[config.mk]
export PLATFORM = sky130hd
export DESIGN_NAME = sese_status
export DESIGN_NICKNAME = d
export VERILOG_FILES = /design/src/common/sese_pkg.sv /design/src/common/sese_ev_if.sv /design/src/design/sese_evlatch.sv /design/src/design/sese_ppoll.sv /design/src/design/sese_status.sv
export VERILOG_INCLUDE_DIRS = /design/src /design/src/common
export SDC_FILE = /design/constraint.sdc
export NUM_CORES = 1
export LEC_CHECK = 0
export CAP_MARGIN = 25
export CORE_AREA = 2 2 112 114
export CTS_BUF_LIST = sky130_fd_sc_hd__clkbuf_16
export DETAILED_ROUTE_END_ITERATION = 6
export DIE_AREA = 0 0 114 116
export DONT_BUFFER_PORTS = 1
export PLACE_DENSITY_LB_ADDON = 0.12
export SETUP_SLACK_MARGIN = 0.5
export SLEW_MARGIN = 20
export SYNTH_ARGS = -nofsm -noshare
export SYNTH_HDL_FRONTEND = slang
export SYNTH_SLANG_ARGS = --single-unit
[constraint.sdc]
create_clock -name i_clk -period 6 [get_ports i_clk]
set_input_delay 1.8 -clock i_clk [delete_from_list [all_inputs] [get_ports i_clk]]
set_output_delay 1.8 -clock i_clk [all_outputs]
set_load 0.05 [all_outputs]
[src/common/sese_defs.svh]
/*
  Bit positions, reset values and error codes of the status event reporting block.
  Assumes inclusion by bare name from the design files.
*/
`ifndef SESE_DEFS_SVH
`define SESE_DEFS_SVH

// event status latch bit positions
`define SESE_EVL_OPC        0
`define SESE_EVL_QUERY      2
`define SESE_EVL_DEVICE     3
`define SESE_EVL_EXEC       4
`define SESE_EVL_CMD        5
`define SESE_EVL_USER       6
`define SESE_EVL_PON        7

// operation status bit positions
`define SESE_OPS_SETTING    1
`define SESE_OPS_MEASURING  4
`define SESE_OPS_WAIT_TRIG  5
`define SESE_OPS_BATTERY    8
`define SESE_OPS_LIMIT      9

// status summary byte bit positions
`define SESE_SSB_ERRQ       2
`define SESE_SSB_QUES       3
`define SESE_SSB_MAV        4
`define SESE_SSB_ESB        5
`define SESE_SSB_MSS        6
`define SESE_SSB_OPER       7

// reset values
`define SESE_PPM_RESET      8'h00
`define SESE_EVM_RESET      8'h00
`define SESE_OPS_EN_RESET   16'h0000
`define SESE_OPS_PTR_RESET  16'hFFFF
`define SESE_OPS_NTR_RESET  16'h0000

// error queue numbers, two's complement
`define SESE_ERR_CMD        16'hFF9C
`define SESE_ERR_EXEC       16'hFF38

`endif

[src/common/sese_pkg.sv]
/*
  Types of the status event reporting block: command codes and the completion tracker states.
  Assumes nothing beyond a SystemVerilog compiler.
*/
package sese_pkg;

  typedef enum logic [3:0] {
    SESE_CMD_PRE_WR      = 4'h0,
    SESE_CMD_PRE_RD      = 4'h1,
    SESE_CMD_PPF_RD      = 4'h2,
    SESE_CMD_EVL_RD      = 4'h3,
    SESE_CMD_EVM_WR      = 4'h4,
    SESE_CMD_EVM_RD      = 4'h5,
    SESE_CMD_OPC         = 4'h6,
    SESE_CMD_OPS_COND_RD = 4'h7,
    SESE_CMD_OPS_EV_RD   = 4'h8,
    SESE_CMD_OPS_EN_WR   = 4'h9,
    SESE_CMD_OPS_EN_RD   = 4'hA,
    SESE_CMD_OPS_PTR_WR  = 4'hB,
    SESE_CMD_OPS_NTR_WR  = 4'hC,
    SESE_CMD_OTHER       = 4'hD
  } sese_cmd_type;

  typedef enum logic [1:0] {
    SESE_OPC_IDLE = 2'b01,
    SESE_OPC_WAIT = 2'b10
  } sese_opc_type;

endpackage : sese_pkg

[src/common/sese_ev_if.sv]
/*
  Carrier between an event latch and its user: set, read-clear, enable, contents, sum.
  Assumes both sides share the block clock.
*/
`timescale 1ns/1ps
interface sese_ev_if #(parameter int W = 8);
  logic [W-1:0] set;
  logic [W-1:0] rd_clr;
  logic [W-1:0] en;
  logic [W-1:0] latch;
  logic         sum;

  modport store (input set, input rd_clr, input en, output latch, output sum);
  modport user  (output set, output rd_clr, output en, input latch, input sum);
endinterface : sese_ev_if

[src/design/sese_evlatch.sv]
/*
  Sticky event latch with enable mask and summary bit.
  Assumes set and rd_clr are single-cycle vectors from the user.
*/
`timescale 1ns/1ps
module sese_evlatch #(
  parameter int W = 8
) (
  input  wire logic   i_clk,
  input  wire logic   i_reset,
  input  wire logic   i_ce,
  sese_ev_if.store    ev
);
  logic [W-1:0] latch_q;

  // set beats a clear arriving in the same cycle so no event is lost
  always_ff @(posedge i_clk or posedge i_reset)
    if (i_reset)
      latch_q <= '0;
    else if (i_ce)
      latch_q <= (latch_q & ~ev.rd_clr) | ev.set;

  assign ev.latch = latch_q;
  assign ev.sum   = |(latch_q & ev.en);

  set_wins_a: assert property (@(posedge i_clk) disable iff (i_reset)
    (i_ce && (ev.set != '0)) |=> ((ev.latch & $past(ev.set)) == $past(ev.set)))
    else $error("event lost against clear");
endmodule : sese_evlatch

[src/design/sese_ppoll.sv]
/*
  Parallel poll mask register and registered summary flag.
  Assumes the status summary byte is stable in the block clock domain.
*/
`timescale 1ns/1ps
`include "sese_defs.svh"
module sese_ppoll (
  input  wire logic       i_clk,
  input  wire logic       i_reset,
  input  wire logic       i_ce,
  input  wire logic       i_wr,
  input  wire logic [7:0] i_wdata,
  input  wire logic [7:0] i_ssb,
  output logic      [7:0] o_mask,
  output logic            o_flag
);
  always_ff @(posedge i_clk or posedge i_reset)
    if (i_reset)
      o_mask <= `SESE_PPM_RESET;
    else if (i_ce && i_wr)
      o_mask <= i_wdata;

  // all eight bits count here, the summary bit too
  always_ff @(posedge i_clk or posedge i_reset)
    if (i_reset)
      o_flag <= 1'b0;
    else if (i_ce)
      o_flag <= |(i_ssb & o_mask);
endmodule : sese_ppoll

[src/design/sese_status.sv]
/*
  Status event reporting: event status latch and enable, operation status condition,
  transition filters and event part, status summary byte, parallel poll flag and
  the command/response port that a bus message decoder drives.
  Assumes commands arrive as one-cycle strobes from the decoder, all inputs are
  synchronous to i_clk, and i_busy is high while earlier commands still execute.
*/
`timescale 1ns/1ps
`include "sese_defs.svh"

// Functional notes
// - mask summary byte with poll mask, bit 6 included
// - poll flag is OR of masked bits
// - poll flag returned on poll and query
// - poll mask stored and read back unchanged
// - event latch query returns its contents
// - event enable mask stored and read back
// - completion bit only after earlier commands finish
// - query error on unasked read or unread response
// - device fault sets bit 3, queues error; not queued if a command or execution error comes in the same cycle
// - execution error sets bit 4, queues error; not queued if a command error comes in the same cycle
// - command error sets bit 5, queues error
// - manual takeover key sets bit 6
// - power-on sets bit 7
// - condition live, event latched, both readable
// - bit 1 while sensor initializing
// - bit 4 while measuring
// - bit 5 while waiting for trigger
// - bit 8 while battery powered
// - bit 9 during limit check
// - summary bit 5 from enabled event latch
// - summary bit 7 from enabled operation events
module sese_status (
  input  wire logic        i_clk,
  input  wire logic        i_reset,
  input  wire logic        i_ce,
  input  wire logic        i_cmd_valid,
  input  wire logic [3:0]  i_cmd_code,
  input  wire logic [15:0] i_cmd_data,
  input  wire logic        i_talk_read,
  input  wire logic        i_busy,
  input  wire logic        i_ppoll,
  input  wire logic        i_dev_fault,
  input  wire logic [15:0] i_dev_code,
  input  wire logic        i_exec_fail,
  input  wire logic        i_manual_key,
  input  wire logic        i_sensor_init,
  input  wire logic        i_measuring,
  input  wire logic        i_wait_trigger,
  input  wire logic        i_battery_powered,
  input  wire logic        i_limit_check_active,
  input  wire logic        i_err_queue_nonempty,
  input  wire logic        i_ques_summary,
  input  wire logic        i_mss,
  output logic             o_rsp_valid,
  output logic      [15:0] o_rsp_data,
  output logic             o_ppoll_valid,
  output logic             o_parallel_poll_summary_flag,
  output logic             o_err_push,
  output logic      [15:0] o_err_code,
  output logic      [7:0]  o_status_summary_byte
);

  //////////////////////////////////////////////////////////////////////////////
  // command decode

  sese_pkg::sese_cmd_type cmd;
  logic                   cmd_legal;
  logic                   cmd_query;
  logic                   take;

  assign cmd  = sese_pkg::sese_cmd_type'(i_cmd_code);
  assign take = i_ce && i_cmd_valid;

  always_comb
  begin
    cmd_legal = 1'b1;
    cmd_query = 1'b0;
    unique case (cmd)
      sese_pkg::SESE_CMD_PRE_RD, sese_pkg::SESE_CMD_PPF_RD, sese_pkg::SESE_CMD_EVL_RD,
      sese_pkg::SESE_CMD_EVM_RD, sese_pkg::SESE_CMD_OPS_COND_RD,
      sese_pkg::SESE_CMD_OPS_EV_RD, sese_pkg::SESE_CMD_OPS_EN_RD:
        cmd_query = 1'b1;
      sese_pkg::SESE_CMD_PRE_WR, sese_pkg::SESE_CMD_EVM_WR, sese_pkg::SESE_CMD_OPC,
      sese_pkg::SESE_CMD_OPS_EN_WR, sese_pkg::SESE_CMD_OPS_PTR_WR,
      sese_pkg::SESE_CMD_OPS_NTR_WR, sese_pkg::SESE_CMD_OTHER:
        cmd_query = 1'b0;
      default:
        cmd_legal = 1'b0;
    endcase
  end

  //////////////////////////////////////////////////////////////////////////////
  // enable and filter registers

  logic [7:0]  evm_q;
  logic [15:0] ops_en_q;
  logic [15:0] ops_ptr_q;
  logic [15:0] ops_ntr_q;

  always_ff @(posedge i_clk or posedge i_reset)
    if (i_reset)
      evm_q <= `SESE_EVM_RESET;
    else if (take && cmd == sese_pkg::SESE_CMD_EVM_WR)
      evm_q <= i_cmd_data[7:0];

  always_ff @(posedge i_clk or posedge i_reset)
    if (i_reset)
    begin
      ops_en_q  <= `SESE_OPS_EN_RESET;
      ops_ptr_q <= `SESE_OPS_PTR_RESET;
      ops_ntr_q <= `SESE_OPS_NTR_RESET;
    end
    else if (take)
    begin
      if (cmd == sese_pkg::SESE_CMD_OPS_EN_WR)
        ops_en_q <= i_cmd_data;
      if (cmd == sese_pkg::SESE_CMD_OPS_PTR_WR)
        ops_ptr_q <= i_cmd_data;
      if (cmd == sese_pkg::SESE_CMD_OPS_NTR_WR)
        ops_ntr_q <= i_cmd_data;
    end

  //////////////////////////////////////////////////////////////////////////////
  // operation status condition and transitions

  logic [15:0] ops_cond;
  logic [15:0] ops_cond_q;

  always_comb
  begin
    ops_cond                      = 16'h0000;
    ops_cond[`SESE_OPS_SETTING]   = i_sensor_init;
    ops_cond[`SESE_OPS_MEASURING] = i_measuring;
    ops_cond[`SESE_OPS_WAIT_TRIG] = i_wait_trigger;
    ops_cond[`SESE_OPS_BATTERY]   = i_battery_powered;
    ops_cond[`SESE_OPS_LIMIT]     = i_limit_check_active;
  end

  // previous condition starts at zero so activity present at reset counts as a rise
  always_ff @(posedge i_clk or posedge i_reset)
    if (i_reset)
      ops_cond_q <= 16'h0000;
    else if (i_ce)
      ops_cond_q <= ops_cond;

  sese_ev_if #(.W(16)) ops_ev ();

  assign ops_ev.set = (ops_cond & ~ops_cond_q & ops_ptr_q)
                    | (~ops_cond & ops_cond_q & ops_ntr_q);
  assign ops_ev.en  = ops_en_q;
  assign ops_ev.rd_clr = (take && cmd == sese_pkg::SESE_CMD_OPS_EV_RD) ?
                         ops_ev.latch : 16'h0000;

  sese_evlatch #(.W(16)) u_ops_latch (
    .i_clk   (i_clk),
    .i_reset (i_reset),
    .i_ce    (i_ce),
    .ev      (ops_ev)
  );

  //////////////////////////////////////////////////////////////////////////////
  // completion tracker

  sese_pkg::sese_opc_type opc_q;
  logic                   opc_done;

  assign opc_done = (opc_q == sese_pkg::SESE_OPC_WAIT) && !i_busy;

  always_ff @(posedge i_clk or posedge i_reset)
    if (i_reset)
      opc_q <= sese_pkg::SESE_OPC_IDLE;
    else if (i_ce)
    begin
      unique case (opc_q)
        sese_pkg::SESE_OPC_IDLE:
          if (take && cmd == sese_pkg::SESE_CMD_OPC)
            opc_q <= sese_pkg::SESE_OPC_WAIT;
        sese_pkg::SESE_OPC_WAIT:
          if (!i_busy)
            opc_q <= sese_pkg::SESE_OPC_IDLE;
        default:
          opc_q <= sese_pkg::SESE_OPC_IDLE;
      endcase
    end

  //////////////////////////////////////////////////////////////////////////////
  // response bookkeeping and query errors

  logic pend_q;
  logic query_err;
  logic pon_q;

  assign query_err = i_ce && ((i_talk_read && !pend_q) || (i_cmd_valid && pend_q));

  // a new command discards an unread answer
  always_ff @(posedge i_clk or posedge i_reset)
    if (i_reset)
      pend_q <= 1'b0;
    else if (take)
      pend_q <= cmd_legal && cmd_query;
    else if (i_ce && i_talk_read)
      pend_q <= 1'b0;

  // first enabled cycle after reset stands for switch-on
  always_ff @(posedge i_clk or posedge i_reset)
    if (i_reset)
      pon_q <= 1'b0;
    else if (i_ce)
      pon_q <= 1'b1;

  //////////////////////////////////////////////////////////////////////////////
  // event status latch

  sese_ev_if #(.W(8)) evl_ev ();
  logic [7:0]         evl_set;

  always_comb
  begin
    evl_set                   = 8'h00;
    evl_set[`SESE_EVL_OPC]    = opc_done;
    evl_set[`SESE_EVL_QUERY]  = query_err;
    evl_set[`SESE_EVL_DEVICE] = i_dev_fault;
    evl_set[`SESE_EVL_EXEC]   = i_exec_fail;
    evl_set[`SESE_EVL_CMD]    = take && !cmd_legal;
    evl_set[`SESE_EVL_USER]   = i_manual_key;
    evl_set[`SESE_EVL_PON]    = !pon_q;
  end

  assign evl_ev.set    = evl_set;
  assign evl_ev.en     = evm_q;
  assign evl_ev.rd_clr = (take && cmd == sese_pkg::SESE_CMD_EVL_RD) ?
                         evl_ev.latch : 8'h00;

  sese_evlatch #(.W(8)) u_evl_latch (
    .i_clk   (i_clk),
    .i_reset (i_reset),
    .i_ce    (i_ce),
    .ev      (evl_ev)
  );

  //////////////////////////////////////////////////////////////////////////////
  // error queue entries, one per cycle: command over execution over device

  always_ff @(posedge i_clk or posedge i_reset)
    if (i_reset)
    begin
      o_err_push <= 1'b0;
      o_err_code <= 16'h0000;
    end
    else if (i_ce)
    begin
      o_err_push <= (take && !cmd_legal) || i_exec_fail || i_dev_fault;
      if (take && !cmd_legal)
        o_err_code <= `SESE_ERR_CMD;
      else if (i_exec_fail)
        o_err_code <= `SESE_ERR_EXEC;
      else if (i_dev_fault)
        o_err_code <= i_dev_code;
    end

  //////////////////////////////////////////////////////////////////////////////
  // status summary byte and parallel poll

  logic [7:0] ssb;
  logic [7:0] ppm;
  logic       ppf;

  always_comb
  begin
    ssb                 = 8'h00;
    ssb[`SESE_SSB_ERRQ] = i_err_queue_nonempty;
    ssb[`SESE_SSB_QUES] = i_ques_summary;
    ssb[`SESE_SSB_MAV]  = pend_q;
    ssb[`SESE_SSB_ESB]  = evl_ev.sum;
    ssb[`SESE_SSB_MSS]  = i_mss;
    ssb[`SESE_SSB_OPER] = ops_ev.sum;
  end

  always_ff @(posedge i_clk or posedge i_reset)
    if (i_reset)
      o_status_summary_byte <= 8'h00;
    else if (i_ce)
      o_status_summary_byte <= ssb;

  sese_ppoll u_ppoll (
    .i_clk   (i_clk),
    .i_reset (i_reset),
    .i_ce    (i_ce),
    .i_wr    (take && cmd == sese_pkg::SESE_CMD_PRE_WR),
    .i_wdata (i_cmd_data[7:0]),
    .i_ssb   (ssb),
    .o_mask  (ppm),
    .o_flag  (ppf)
  );

  always_ff @(posedge i_clk or posedge i_reset)
    if (i_reset)
    begin
      o_ppoll_valid                <= 1'b0;
      o_parallel_poll_summary_flag <= 1'b0;
    end
    else if (i_ce)
    begin
      o_ppoll_valid <= i_ppoll;
      if (i_ppoll)
        o_parallel_poll_summary_flag <= ppf;
    end

  //////////////////////////////////////////////////////////////////////////////
  // query answers

  always_ff @(posedge i_clk or posedge i_reset)
    if (i_reset)
    begin
      o_rsp_valid <= 1'b0;
      o_rsp_data  <= 16'h0000;
    end
    else if (i_ce)
    begin
      o_rsp_valid <= take && cmd_legal && cmd_query;
      if (take)
      begin
        unique case (cmd)
          sese_pkg::SESE_CMD_PRE_RD:      o_rsp_data <= {8'h00, ppm};
          sese_pkg::SESE_CMD_PPF_RD:      o_rsp_data <= {15'h0000, ppf};
          sese_pkg::SESE_CMD_EVL_RD:      o_rsp_data <= {8'h00, evl_ev.latch};
          sese_pkg::SESE_CMD_EVM_RD:      o_rsp_data <= {8'h00, evm_q};
          sese_pkg::SESE_CMD_OPS_COND_RD: o_rsp_data <= ops_cond_q;
          sese_pkg::SESE_CMD_OPS_EV_RD:   o_rsp_data <= ops_ev.latch;
          sese_pkg::SESE_CMD_OPS_EN_RD:   o_rsp_data <= ops_en_q;
          default:                        o_rsp_data <= o_rsp_data;
        endcase
      end
    end

  //////////////////////////////////////////////////////////////////////////////
  // checks

  ppoll_mask_a: assert property (@(posedge i_clk) disable iff (i_reset)
    i_ce |=> (ppf == |($past(ssb) & $past(ppm))))
    else $error("poll flag not masked or of summary byte");

  ppf_query_a: assert property (@(posedge i_clk) disable iff (i_reset)
    (take && cmd == sese_pkg::SESE_CMD_PPF_RD) |=> (o_rsp_valid && o_rsp_data[0] == $past(ppf)))
    else $error("flag query answer wrong");

  pre_readback_a: assert property (@(posedge i_clk) disable iff (i_reset)
    (take && cmd == sese_pkg::SESE_CMD_PRE_WR) ##1 !take
    ##1 (take && cmd == sese_pkg::SESE_CMD_PRE_RD)
    |=> (o_rsp_data[7:0] == $past(i_cmd_data[7:0], 3)))
    else $error("poll mask not read back");

  latch_query_a: assert property (@(posedge i_clk) disable iff (i_reset)
    (take && cmd == sese_pkg::SESE_CMD_EVL_RD) |=> (o_rsp_data[7:0] == $past(evl_ev.latch)))
    else $error("event latch answer wrong");

  enable_readback_a: assert property (@(posedge i_clk) disable iff (i_reset)
    (take && cmd == sese_pkg::SESE_CMD_EVM_RD) |=> (o_rsp_data[7:0] == $past(evm_q)))
    else $error("event enable answer wrong");

  opc_wait_a: assert property (@(posedge i_clk) disable iff (i_reset)
    (i_ce && i_busy) |=> !$rose(evl_ev.latch[`SESE_EVL_OPC]))
    else $error("completion set while busy");

  query_err_a: assert property (@(posedge i_clk) disable iff (i_reset)
    (i_ce && i_talk_read && !pend_q) |=> evl_ev.latch[`SESE_EVL_QUERY])
    else $error("unasked read not flagged");

  cmd_err_a: assert property (@(posedge i_clk) disable iff (i_reset)
    (take && !cmd_legal) |=> (o_err_push && o_err_code == `SESE_ERR_CMD
                              && evl_ev.latch[`SESE_EVL_CMD]))
    else $error("command error not reported");

  esb_sum_a: assert property (@(posedge i_clk) disable iff (i_reset)
    i_ce |=> (o_status_summary_byte[`SESE_SSB_ESB] == $past(|(evl_ev.latch & evm_q))))
    else $error("event summary bit wrong");

  oper_rise_a: assert property (@(posedge i_clk) disable iff (i_reset)
    (i_ce && ops_cond_q == 16'h0000 && ops_cond[`SESE_OPS_MEASURING]
     && ops_ptr_q[`SESE_OPS_MEASURING]) |=> ops_ev.latch[`SESE_OPS_MEASURING])
    else $error("rising condition not latched");

  power_on_a: assert property (@(posedge i_clk) disable iff (i_reset)
    (i_ce && !pon_q) |=> evl_ev.latch[`SESE_EVL_PON])
    else $error("power-on bit not set");

  opc_seen_c:   cover property (@(posedge i_clk) disable iff (i_reset) evl_set[`SESE_EVL_OPC]);
  ppoll_hit_c:  cover property (@(posedge i_clk) disable iff (i_reset)
    i_ppoll ##1 o_parallel_poll_summary_flag);
  oper_sum_c:   cover property (@(posedge i_clk) disable iff (i_reset) ssb[`SESE_SSB_OPER]);
  query_err_c:  cover property (@(posedge i_clk) disable iff (i_reset) query_err);

endmodule : sese_status

==> reports/metrics.csv, run 1 <==
stage;metric;value;unit
status;status;complete, no violations;
setup_path;Crit Path Class;in -> reg;
synthesis;Post-synth ARST share;100.0;%
floorplan;Die Y;116;um
placed_design;Routability Congestion;0.8010;
clocking;htree depth;4;
setup_path;CP Data Arrival Time;3310;ps
clocking;CTS tree;done;
setup_path;CP max stage cell;nor2_2;
synthesis;Synth Warn #;0;
placed_design;port buffer count;0;
placed_design;Place WS;2555;ps
placed_design;placed inst area;5425;sq um
drt;vias per inst;5.713;
sta;final period utilization;50.40;%
synthesis;Synth Register Bits;118;
sta;Hold Vio Cnt, Final;0;
setup_path;CP Buf/Inv Count;0;
sta;post-layout min period;3024;ps
floorplan;die area;13220;sq um
pwr;Static Leak;2.621;nW
pwr;maximum VDD drop;210.9;uV
synthesis;cell area after synthesis;5338;sq um
global_route;GRT Util Overall;19.62;%
global_route;largest net degree at the start of global routing;79;
setup_path;cell family with the largest share of critical-path delay;simple AND/OR/NAND/NOR gates;
drt;DRC viols;0;
finish;nets;518;
setup_path;CP required;6290;ps
synthesis;sequential share of the synthesized area;55.46;%
floorplan;row count;40;
synthesis;synthesized instance count;468;
sta;slack of the critical path;2976;ps
sta;Setup TNS;0;ps
sta;worst relative slew slack;39.46;%
clocking;# Post-CTS Setup Buffers;0;
drt;1st-iter DRT viols;241;
finish;antenna diode count;0;
sta;worst-margin pin slew;907.1;ps
setup_path;crit path max fanout;35;
setup_path;critical path capture point type;flop;
synthesis;number of enable flip-flop cells after synthesis;0;
sta;max-slew violations;0;
drt;Initial DRT Pass Iterations;4;
global_route;GR Overflow Total;0;
sta;FMAX;0.3307;GHz
clocking;CTS resizes;0;
clocking;total CTS buffers;17;
floorplan;starting density of the core;44.81;%
floorplan;Die Wd;114;um
setup_path;critical path's largest stage delay;700;ps
setup_path;cells along the critical path;nand2b_4 > or2_1 > nor2_2 > mux2_2;
flow_run;Max Cap Viol;0;
global_route;first-pass GRT wire length;19510;um
sta;worst clock skew;11.07;ps
drt;wire per inst;19.56;um
clocking;clk_lat worst skew;410;ps
worst_hold_path;Hold/Removal Path Class;reg -> reg;
clocking;clock sinks;118;
finish;design area;5941;sq um
drt;Vias;3565;
clocking;Clock Tree Root;clkbuf_16;
pwr;pwr dens;368.7;nW/um^2
pwr;Design Power;2.191;mW
sta;Setup Viol. Count Final;0;
global_route;initial antenna violation count;0;
sta;RSZ-0062 raised after global routing;no;
drt;final WL;12200;um
floorplan;I/O pin cnt;98;
drt;antenna-violating nets left;0;
floorplan;total core area;11910;sq um
finish;layout cells sized above 1;19.29;%
setup_path;CP Launch Type;primary input;
setup_path;r2r setup slk;4500;ps
synthesis;Synth cell types;47;
clocking;clock-pin transition on the worst setup and hold timing paths;50;ps
synthesis;Synth Flop Type;dfrtp_1;
global_route;vias in the first global route;3647;
finish;area grow syn2layout;11.30;%
placed_design;placed wire-length estimate;8576;um
clocking;clock buffer depth;2;
clocking;Hold-fix buffers, CTS;0;
synthesis;post-synthesis area per instance;11.41;sq um
[worst register-to-register path, stage by stage (launching register included)]
cell      delay, ps
dfrtp_1         400
a22o_1          280
a221oi_1        280
and4_1          300
o211ai_1        110
[placed cells by master (no fill, tap or decap), types with 2 or more instances in the layout]
| master | instances |
|---|---|
| dfrtp_1 | 112 |
| mux2_2 | 53 |
| nand2_1 | 51 |
| o21ai_0 | 25 |
| a22o_1 | 18 |
| inv_1 | 17 |
| clkbuf_16 | 17 |
| nor2_1 | 14 |
| nand3_1 | 14 |
| and2_1 | 14 |
| a22oi_1 | 12 |
| mux2i_1 | 11 |
| a21oi_1 | 10 |
| nand2b_1 | 9 |
| o31ai_1 | 9 |
| nand3b_1 | 8 |
| nor2b_1 | 7 |
| a221oi_1 | 6 |
| dfstp_2 | 6 |
| a32o_1 | 5 |
| clkinv_2 | 5 |
| or3_1 | 4 |
| a21o_1 | 4 |
| o22a_1 | 4 |
| clkinv_1 | 4 |
| o21a_1 | 3 |
| nor3b_1 | 3 |
| o211ai_1 | 3 |
| or2_2 | 2 |
| nor3_1 | 2 |
| and4_1 | 2 |
| nor4bb_1 | 2 |
| a31oi_1 | 2 |
| o221ai_1 | 2 |
| conb_1 | 2 |
| buf_4 | 2 |
[cell families (layout without fill, tap and decap cells)]
logic type / after synthesis / after routing / synth area share (%)
buffers and inverters: 39 / 47 / 3.164
multiplexers: 64 / 64 / 13.24
other: 1 / 2 / 0.07026
flip-flops: 118 / 118 / 55.46
AND/OR/NAND/NOR: 138 / 138 / 13.48
AO/OA/AOI/OAI: 108 / 108 / 14.58
[stage by stage]
stage / cells / utilization [%] / hold WS (ps)
after floorplan: 469 / - / 415.8
after CTS: 623 / 49.64 / 452.4
final: 624 / 49.87 / 444.3
after detailed placement: 591 / 45.55 / 443.0
after global placement: 591 / 45.55 / 430.7
after global routing: 624 / 49.87 / 489.2
[worst paths after layout]
check	start	to	cells after the start
setup / recovery	i_cmd_code[1]	ops_en_q[1]$_DFFE_PP0P_	4
setup reg to reg	ops_en_q[13]$_DFFE_PP0P_	u_ppoll.o_flag$_DFFE_PP0P_	4
min in group asynchronous	i_reset	u_ops_latch.ev.latch[4]$_DFFE_PP0P_	1
hold / removal	pon_q$_DFFE_PP0P_	u_evl_latch.ev.latch[7]$_DFFE_PP0P_	1
hold reg to reg	pon_q$_DFFE_PP0P_	u_evl_latch.ev.latch[7]$_DFFE_PP0P_	1
max in group asynchronous	i_reset	ops_ptr_q[4]$_DFFE_PP1P_	2
[cell type report]
class,instances,area [sq um]
fillers,1097,5971
flip-flops and latches,118,2960
multi-input cells,312,2218
clock buffers,17,425.4
well taps,147,183.9
clock inverters,15,62.56
inverters,12,47.55
repair buffers,3,42.54
[Yosys cell counts, types with 2 or more instances]
cell	count	share of area, %
dfrtp_1	112	53
mux2_2	53	11
nand2_1	51	3.6
o21ai_0	25	2.3
a22o_1	18	3.0
and2_1	14	1.6
clkbuf_1	14	0.98
nand3_1	14	1.3
nor2_1	14	0.98
a22oi_1	12	1.7
inv_1	12	0.84
mux2i_1	11	2.1
a21oi_1	10	0.94
buf_2	9	0.84
nand2b_1	9	1.1
o31ai_1	9	1.3
nand3b_1	8	1.1
nor2b_1	7	0.82
a221oi_1	6	0.98
dfstp_2	6	3.0
a32o_1	5	0.94
a21o_1	4	0.56
o22a_1	4	0.66
or3_1	4	0.47
buf_4	3	0.42
nor3b_1	3	0.42
o211ai_1	3	0.42
o21a_1	3	0.42
a31oi_1	2	0.23
and4_1	2	0.33
nor3_1	2	0.19
nor4bb_1	2	0.38
o221ai_1	2	0.33
or2_2	2	0.23
[metal layers]
| layer | track usage, % | wire length (um) |
|---|---|---|
| met1 | 27.08 | 5715 |
| met2 | 28.69 | 5611 |
| met3 | 7.584 | 778 |
| met4 | 6.098 | 97 |
| met5 | 0 | 0 |
[state kept, by name, summed over array words and instances, names as in the netlist, 2 cells and up]
register               cells
evl_ev.en                  8
o_err_code                16
o_rsp_data                16
o_status_summary_byte      6
opc_q                      2
ops_cond_q                 5
ops_en_q                  16
ops_ntr_q                  5
ops_ptr_q                  5
u_evl_latch.ev.latch       8
u_ops_latch.ev.latch      16
u_ppoll.o_mask             8
[report_power, final]
part,leakage (nW),internal (mW),switching (mW)
clock,0.267,0.505,0.324
sequential,1.45,0.916,0.221
combinational,0.902,0.127,0.0995
(Power assumes the default switching activity.)
==> run 2, diff against run 1 <==
Settings changed: ABC_AREA set to 1, CORE_AREA 2 2 112 114 to 2 2 113 115, DIE_AREA 0 0 114 116 to 0 0 115 117.
Clock period 6 ns to 3 ns, I/O delays scaled along.
==> reports/metrics.csv, run 2 <==
stage;metric;value;unit;change
drt;Vias;4267;;was 3,565
floorplan;I/O pin cnt;98;;unchanged
floorplan;Die Y;117;um;was 116 um
synthesis;Yosys top cell area share;52.20;%;was 52.51%
floorplan;die area;13460;sq um;was 13,220 sq um
pwr;P_sw;1.498;mW;was 0.6435 mW
pwr;pwr dens;793.9;nW/um^2;was 368.7 nW/um^2
sta;Setup Viol. Count Final;0;;unchanged
floorplan;row count;41;;was 40
pwr;Sw Ratio;31.11;%;was 29.38%
sta;post-layout min period;2014;ps;
pwr;Design Power;4.815;mW;was 2.191 mW
finish;antenna diode count;0;;unchanged
finish;nets;730;;was 518
placed_design;placed inst area;5494;sq um;was 5425 sq um
status;status;complete, no violations;;unchanged
global_route;GR Overflow Total;0;;unchanged
floorplan;total core area;12310;sq um;was 11,910 sq um
global_route;first-pass GRT wire length;21460;um;was 19,510 um
synthesis;synthesized instance count;672;;was 468
setup_path;Crit Path Class;reg -> out;;was in -> reg
clocking;clock-pin transition on the worst setup and hold timing paths;50;ps;about the same
finish;Final Util;49.27;%;was 49.87%
pwr;Clk network pwr share;41.0;%;was 37.8%
sta;Hold Vio Cnt, Final;0;;unchanged
clocking;clk_lat worst skew;410;ps;about the same
synthesis;cell taking the most area after synthesis;dfrtp_1;;unchanged
synthesis;Synth Warn #;0;;unchanged
synthesis;top cells by area, synth;dfrtp_1, nand2_1, o21ai_0, inv_1, nand3_1;;was dfrtp_1, mux2_2, nand2_1, dfstp_2, a22o_1
floorplan;Die Wd;115;um;was 114 um
placed_design;Routability Congestion;0.8245;;was 0.8010
clocking;CTS tree;done;;unchanged
setup_path;critical path capture point type;output pin;;was flop
pwr;Static Leak;3.214;nW;was 2.621 nW
sta;FMAX;0.4966;GHz;
sta;worst relative slew slack;42.69;%;was 39.46%
clocking;total CTS buffers;17;;unchanged
synthesis;post-synthesis area per instance;7.989;sq um;was 11.41 sq um
clocking;Clock Tree Root;clkbuf_16;;unchanged
flow_run;Max Cap Viol;0;;unchanged
sta;slack of the critical path;986.3;ps;was 2976 ps
clocking;CTS resizes;0;;unchanged
clocking;# Post-CTS Setup Buffers;0;;unchanged
clocking;clock buffer depth;2;;unchanged
drt;vias per inst;5.086;;was 5.713
drt;DRC viols;0;;unchanged
synthesis;Commonest cells post-synth;nand2_1, dfrtp_1, inv_1, o21ai_0, nor2_1;;was dfrtp_1, mux2_2, nand2_1, o21ai_0, a22o_1
sta;Setup TNS;0;ps;unchanged
finish;commonest cells after routing, fill and taps aside;nand2_1, dfrtp_1, inv_1;;was dfrtp_1, mux2_2, nand2_1
drt;Initial DRT Pass Iterations;5;;was 4
synthesis;most common cell in the netlist;nand2_1;;was dfrtp_1
setup_path;crit path max fanout;2;;was 35
sta;RSZ-0062 raised after global routing;no;;unchanged
sta;worst clock skew;5.043;ps;was 11.07 ps
drt;antenna-violating nets left;0;;unchanged
setup_path;CP Launch Type;flop;;was primary input
worst_hold_path;Hold/Removal Path Class;reg -> reg;;unchanged
finish;commonest non-fill, non-tap cell in the layout;nand2_1;;was dfrtp_1
synthesis;cell area after synthesis;5369;sq um;was 5338 sq um
setup_path;CP required;2100;ps;was 6290 ps
clocking;Hold-fix buffers, CTS;0;;unchanged
synthesis;sequential share of the synthesized area;55.14;%;was 55.46%
finish;design area;6066;sq um;was 5941 sq um
floorplan;starting density of the core;43.61;%;was 44.81%
global_route;largest net degree at the start of global routing;39;;was 79
finish;area grow syn2layout;12.98;%;was 11.30%
drt;wire per inst;15.46;um;was 19.56 um
placed_design;placed wire-length estimate;9260;um;was 8576 um
clocking;htree depth;4;;unchanged
placed_design;port buffer count;0;;unchanged
synthesis;Synth Register Bits;118;;unchanged
drt;1st-iter DRT viols;352;;was 241
global_route;GRT Util Overall;21.05;%;was 19.62%
finish;layout cells sized above 1;8.853;%;was 19.29%
synthesis;Synth cell types;32;;was 47
synthesis;Synth Flop Type;dfrtp_1;;unchanged
sta;final period utilization;67.12;%;
placed_design;Place WS;762.5;ps;was 2555 ps
synthesis;number of enable flip-flop cells after synthesis;0;;unchanged
global_route;vias in the first global route;4202;;was 3,647
pwr;register share of total power;48.7;%;was 51.9%
global_route;initial antenna violation count;0;;unchanged
setup_path;CP Data Arrival Time;1110;ps;was 3310 ps
pwr;combinational share of power;10.3;%;about the same
clocking;clock sinks;118;;unchanged
drt;final WL;12970;um;was 12,200 um
pwr;Int Pwr;3.317;mW;was 1.547 mW
synthesis;Post-synth ARST share;100.0;%;unchanged
sta;max-slew violations;0;;unchanged
pwr;maximum VDD drop;450.7;uV;was 210.9 uV
sta;worst-margin pin slew;857.8;ps;was 907.1 ps
run 2: area by class of cell:
type / instances / area, sq um
clock buffer: 17 / 425.4
fill: 1208 / 6246
timing repair buffer: 4 / 55.05
multi-input combinational: 473 / 2054
tap: 150 / 187.7
clock inverter: 15 / 146.4
inverter: 62 / 236.5
sequential: 118 / 2960
run 2: power groups by stage:
stage                     logic (mW)  registers, mW  clock network [mW]
after global placement         0.487           2.36                   0
after CTS                      0.505           2.34                2.01
after floorplan                0.410           2.30                   0
final                          0.495           2.34                1.98
after detailed placement       0.504           2.36                   0
after global routing           0.588           2.38                2.09
run 2: final timing paths:
check | startpoint | endpoint | slack, ps | cells after the start
min in group asynchronous | i_reset | o_status_summary_byte[7]$_DFFE_PP0P_ | 520 | 1
min reg2reg | pon_q$_DFFE_PP0P_ | u_evl_latch.ev.latch[7]$_DFFE_PP0P_ | 450 | 1
max in group asynchronous | i_reset | ops_ptr_q[4]$_DFFE_PP1P_ | 1720 | 2
max reg2reg | u_ops_latch.ev.latch[5]$_DFFE_PP0P_ | u_ppoll.o_flag$_DFFE_PP0P_ | 1640 | 6
max | o_rsp_data[5]$_DFFE_PP0P_ | o_rsp_data[5] | 990 | 0
min | pon_q$_DFFE_PP0P_ | u_evl_latch.ev.latch[7]$_DFFE_PP0P_ | 450 | 1
run 2: cell families after synthesis:
group                  synth area share, %
other                              0.06985
flip-flops                           55.14
AND/OR/NAND/NOR                      30.86
multiplexers                        0.3962
AO/OA/AOI/OAI                        6.875
buffers and inverters                6.665
run 2: per-stage QoR:
stage,instances,hold slack (ps)
after floorplan,673,415.8
after global placement,807,437.8
after detailed placement,807,445.9
after CTS,839,455.3
after global routing,839,504.3
final,839,453.1
run 2: routing by layer:
layer | global-route usage, % | share of wire, % | vias to the layer above
met3 | 7.261 | 6.1 | 14
met5 | 0 | 0 | -
met2 | 33.76 | 47 | 124
li1 | - | - | 2110
met4 | 6.988 | 1.2 | 0
met1 | 26.91 | 46 | 2019
==> run 3, diff against run 2 <==
Settings changed: ABC_AREA 1 to 0, CORE_AREA 2 2 113 115 to 2 2 112 114, DIE_AREA 0 0 115 117 to 0 0 114 116.
Clock period 3 ns to 1.85 ns, I/O delays scaled along.
==> reports/metrics.csv, run 3 (synthesized netlist as in run 1, its figures left out) <==
stage;metric;value;unit;change
status;status;complete, no violations;;unchanged
finish;nets;534;;was 730
clocking;Hold-fix buffers, CTS;0;;unchanged
pwr;Static Leak;2.805;nW;was 3.214 nW
sta;slack of the critical path;335.8;ps;was 986.3 ps
sta;post-layout min period;1514;ps;
drt;vias per inst;5.763;;was 5.086
placed_design;Place WS;31.47;ps;was 762.5 ps
placed_design;placed wire-length estimate;9039;um;was 9260 um
floorplan;die area;13220;sq um;was 13,460 sq um
finish;area grow syn2layout;22.43;%;was 12.98%
clocking;CTS tree;done;;unchanged
global_route;busiest grt layer;met2;;unchanged
global_route;met3 Use GR;7.061;%;was 7.261%
sta;Setup TNS;0;ps;unchanged
flow_run;Max Cap Viol;0;;unchanged
floorplan;Die Y;116;um;was 117 um
setup_path;critical path capture point type;output pin;;unchanged
sta;worst clock skew;6.939;ps;was 5.043 ps
sta;worst relative slew slack;62.92;%;was 42.69%
drt;1st-iter DRT viols;211;;was 352
global_route;largest net degree at the start of global routing;102;;was 39
setup_path;CP Data Arrival Time;960;ps;was 1110 ps
global_route;met2 Use GR;33.45;%;was 33.76%
clocking;total CTS buffers;17;;unchanged
drt;antenna-violating nets left;0;;unchanged
global_route;met1 global-route usage;28.82;%;was 26.91%
finish;design area;6535;sq um;was 6066 sq um
setup_path;CP required;1290;ps;was 2100 ps
floorplan;I/O pin cnt;98;;unchanged
clocking;clock sinks;118;;unchanged
placed_design;Routability Congestion;0.7683;;was 0.8245
sta;Hold Vio Cnt, Final;0;;unchanged
clocking;clock-pin transition on the worst setup and hold timing paths;50;ps;about the same
sta;final period utilization;81.85;%;
global_route;GR Overflow Total;0;;unchanged
global_route;GRT Util Overall;21.74;%;was 21.05%
drt;Vias;3688;;was 4,267
finish;antenna diode count;0;;unchanged
clocking;clk_lat worst skew;420;ps;was 410 ps
floorplan;starting density of the core;44.81;%;was 43.61%
sta;max-slew violations;0;;unchanged
floorplan;total core area;11910;sq um;was 12,310 sq um
drt;wire per inst;20.46;um;was 15.46 um
drt;DRC viols;0;;unchanged
clocking;htree depth;4;;unchanged
placed_design;placed inst area;5796;sq um;was 5494 sq um
global_route;first-pass GRT wire length;21360;um;was 21,460 um
setup_path;CP Launch Type;flop;;unchanged
finish;commonest cells after routing, fill and taps aside;dfrtp_1, nand2_1, dfrtp_2;;was nand2_1, dfrtp_1, inv_1
setup_path;Crit Path Class;reg -> out;;unchanged
finish;number of fill cells;1029;;was 1,208
finish;commonest non-fill, non-tap cell in the layout;dfrtp_1;;was nand2_1
global_route;vias in the first global route;3823;;was 4,202
global_route;initial antenna violation count;0;;unchanged
pwr;pwr dens;1197;nW/um^2;was 793.9 nW/um^2
setup_path;r2r setup slk;490;ps;was 1640 ps
sta;Setup Viol. Count Final;0;;unchanged
drt;final WL;13100;um;was 12,970 um
clocking;Clock Tree Root;clkbuf_16;;unchanged
sta;FMAX;0.6604;GHz;
placed_design;port buffer count;0;;unchanged
sta;RSZ-0062 raised after global routing;yes;;was no
finish;layout cells sized above 1;37.53;%;was 8.853%
sta;worst-margin pin slew;556.2;ps;was 857.8 ps
setup_path;crit path max fanout;2;;unchanged
worst_hold_path;Hold/Removal Path Class;in -> async;;was reg -> reg
pwr;maximum VDD drop;725.9;uV;was 450.7 uV
clocking;clock buffer depth;2;;unchanged
floorplan;row count;40;;was 41
floorplan;Die Wd;114;um;was 115 um
drt;Initial DRT Pass Iterations;4;;was 5
finish;Final Util;54.86;%;was 49.27%
==> run 3: routing by layer <==
| metal | wire length (um) | share of wire, % | vias to the layer above |
|---|---|---|---|
| met3 | 838 | 6.4 | 19 |
| li1 | - | - | 1721 |
| met4 | 226 | 1.7 | 0 |
| met1 | 5880 | 45 | 1842 |
| met2 | 6150 | 47 | 106 |
| met5 | 0 | 0 | - |
==> run 3: layout make-up <==
type	instances	area, sq um	share of cell area, %
Sequential cell	118	3014	46.12
Multi-Input combinational cell	312	2516	38.50
Clock buffer	17	425.4	6.510
Timing Repair Buffer	19	201.4	3.083
Tap cell	147	183.9	2.814
Clock inverter	15	145.1	2.221
Inverter	12	48.80	0.7467
==> run 3: final timing paths <==
kind                                                      startpoint                                       end  depth (start not counted)
max in group asynchronous                                    i_reset  o_parallel_poll_summary_flag$_DFFE_PP0P_                          2
worst max register to register  u_ops_latch.ev.latch[13]$_DFFE_PP0P_                u_ppoll.o_flag$_DFFE_PP0P_                          4
min in group i_clk                                              i_ce      o_status_summary_byte[7]$_DFFE_PP0P_                          1
worst min register to register                     pon_q$_DFFE_PP0P_       u_evl_latch.ev.latch[7]$_DFFE_PP0P_                          1
worst max-delay path                       o_rsp_data[1]$_DFFE_PP0P_                             o_rsp_data[1]                          0
worst min-delay path                                         i_reset                o_err_code[12]$_DFFE_PP0P_                          2
==> run 3: through the flow <==
step | cells | hold WS [ps] | total power, mW
6_report | 640 | 84.56 | 7.825
5_1_grt | 640 | 103.7 | 8.186
4_1_cts | 637 | 79.56 | 7.884
3_5_place_dp | 602 | 422.1 | 4.605
3_3_place_gp | 602 | 427.9 | 4.565
2_1_floorplan | 469 | 407.0 | 4.403
==> run 3: repair_timing <==
action	in CTS	in global routing
buffers inserted	2	3
pin swaps	5	3
gates resized for setup	52	4
cloned	1	0
setup endpoints to repair	61	65
hold endpoints to repair	0	0
==> run 3: report_power, final <==
group / total, mW / internal, mW / switching (mW)
sequential: 3.73 / 3.00 / 0.735
combinational: 0.920 / 0.552 / 0.368
clock: 3.17 / 2.07 / 1.11
total: 7.83 / 5.62 / 2.21
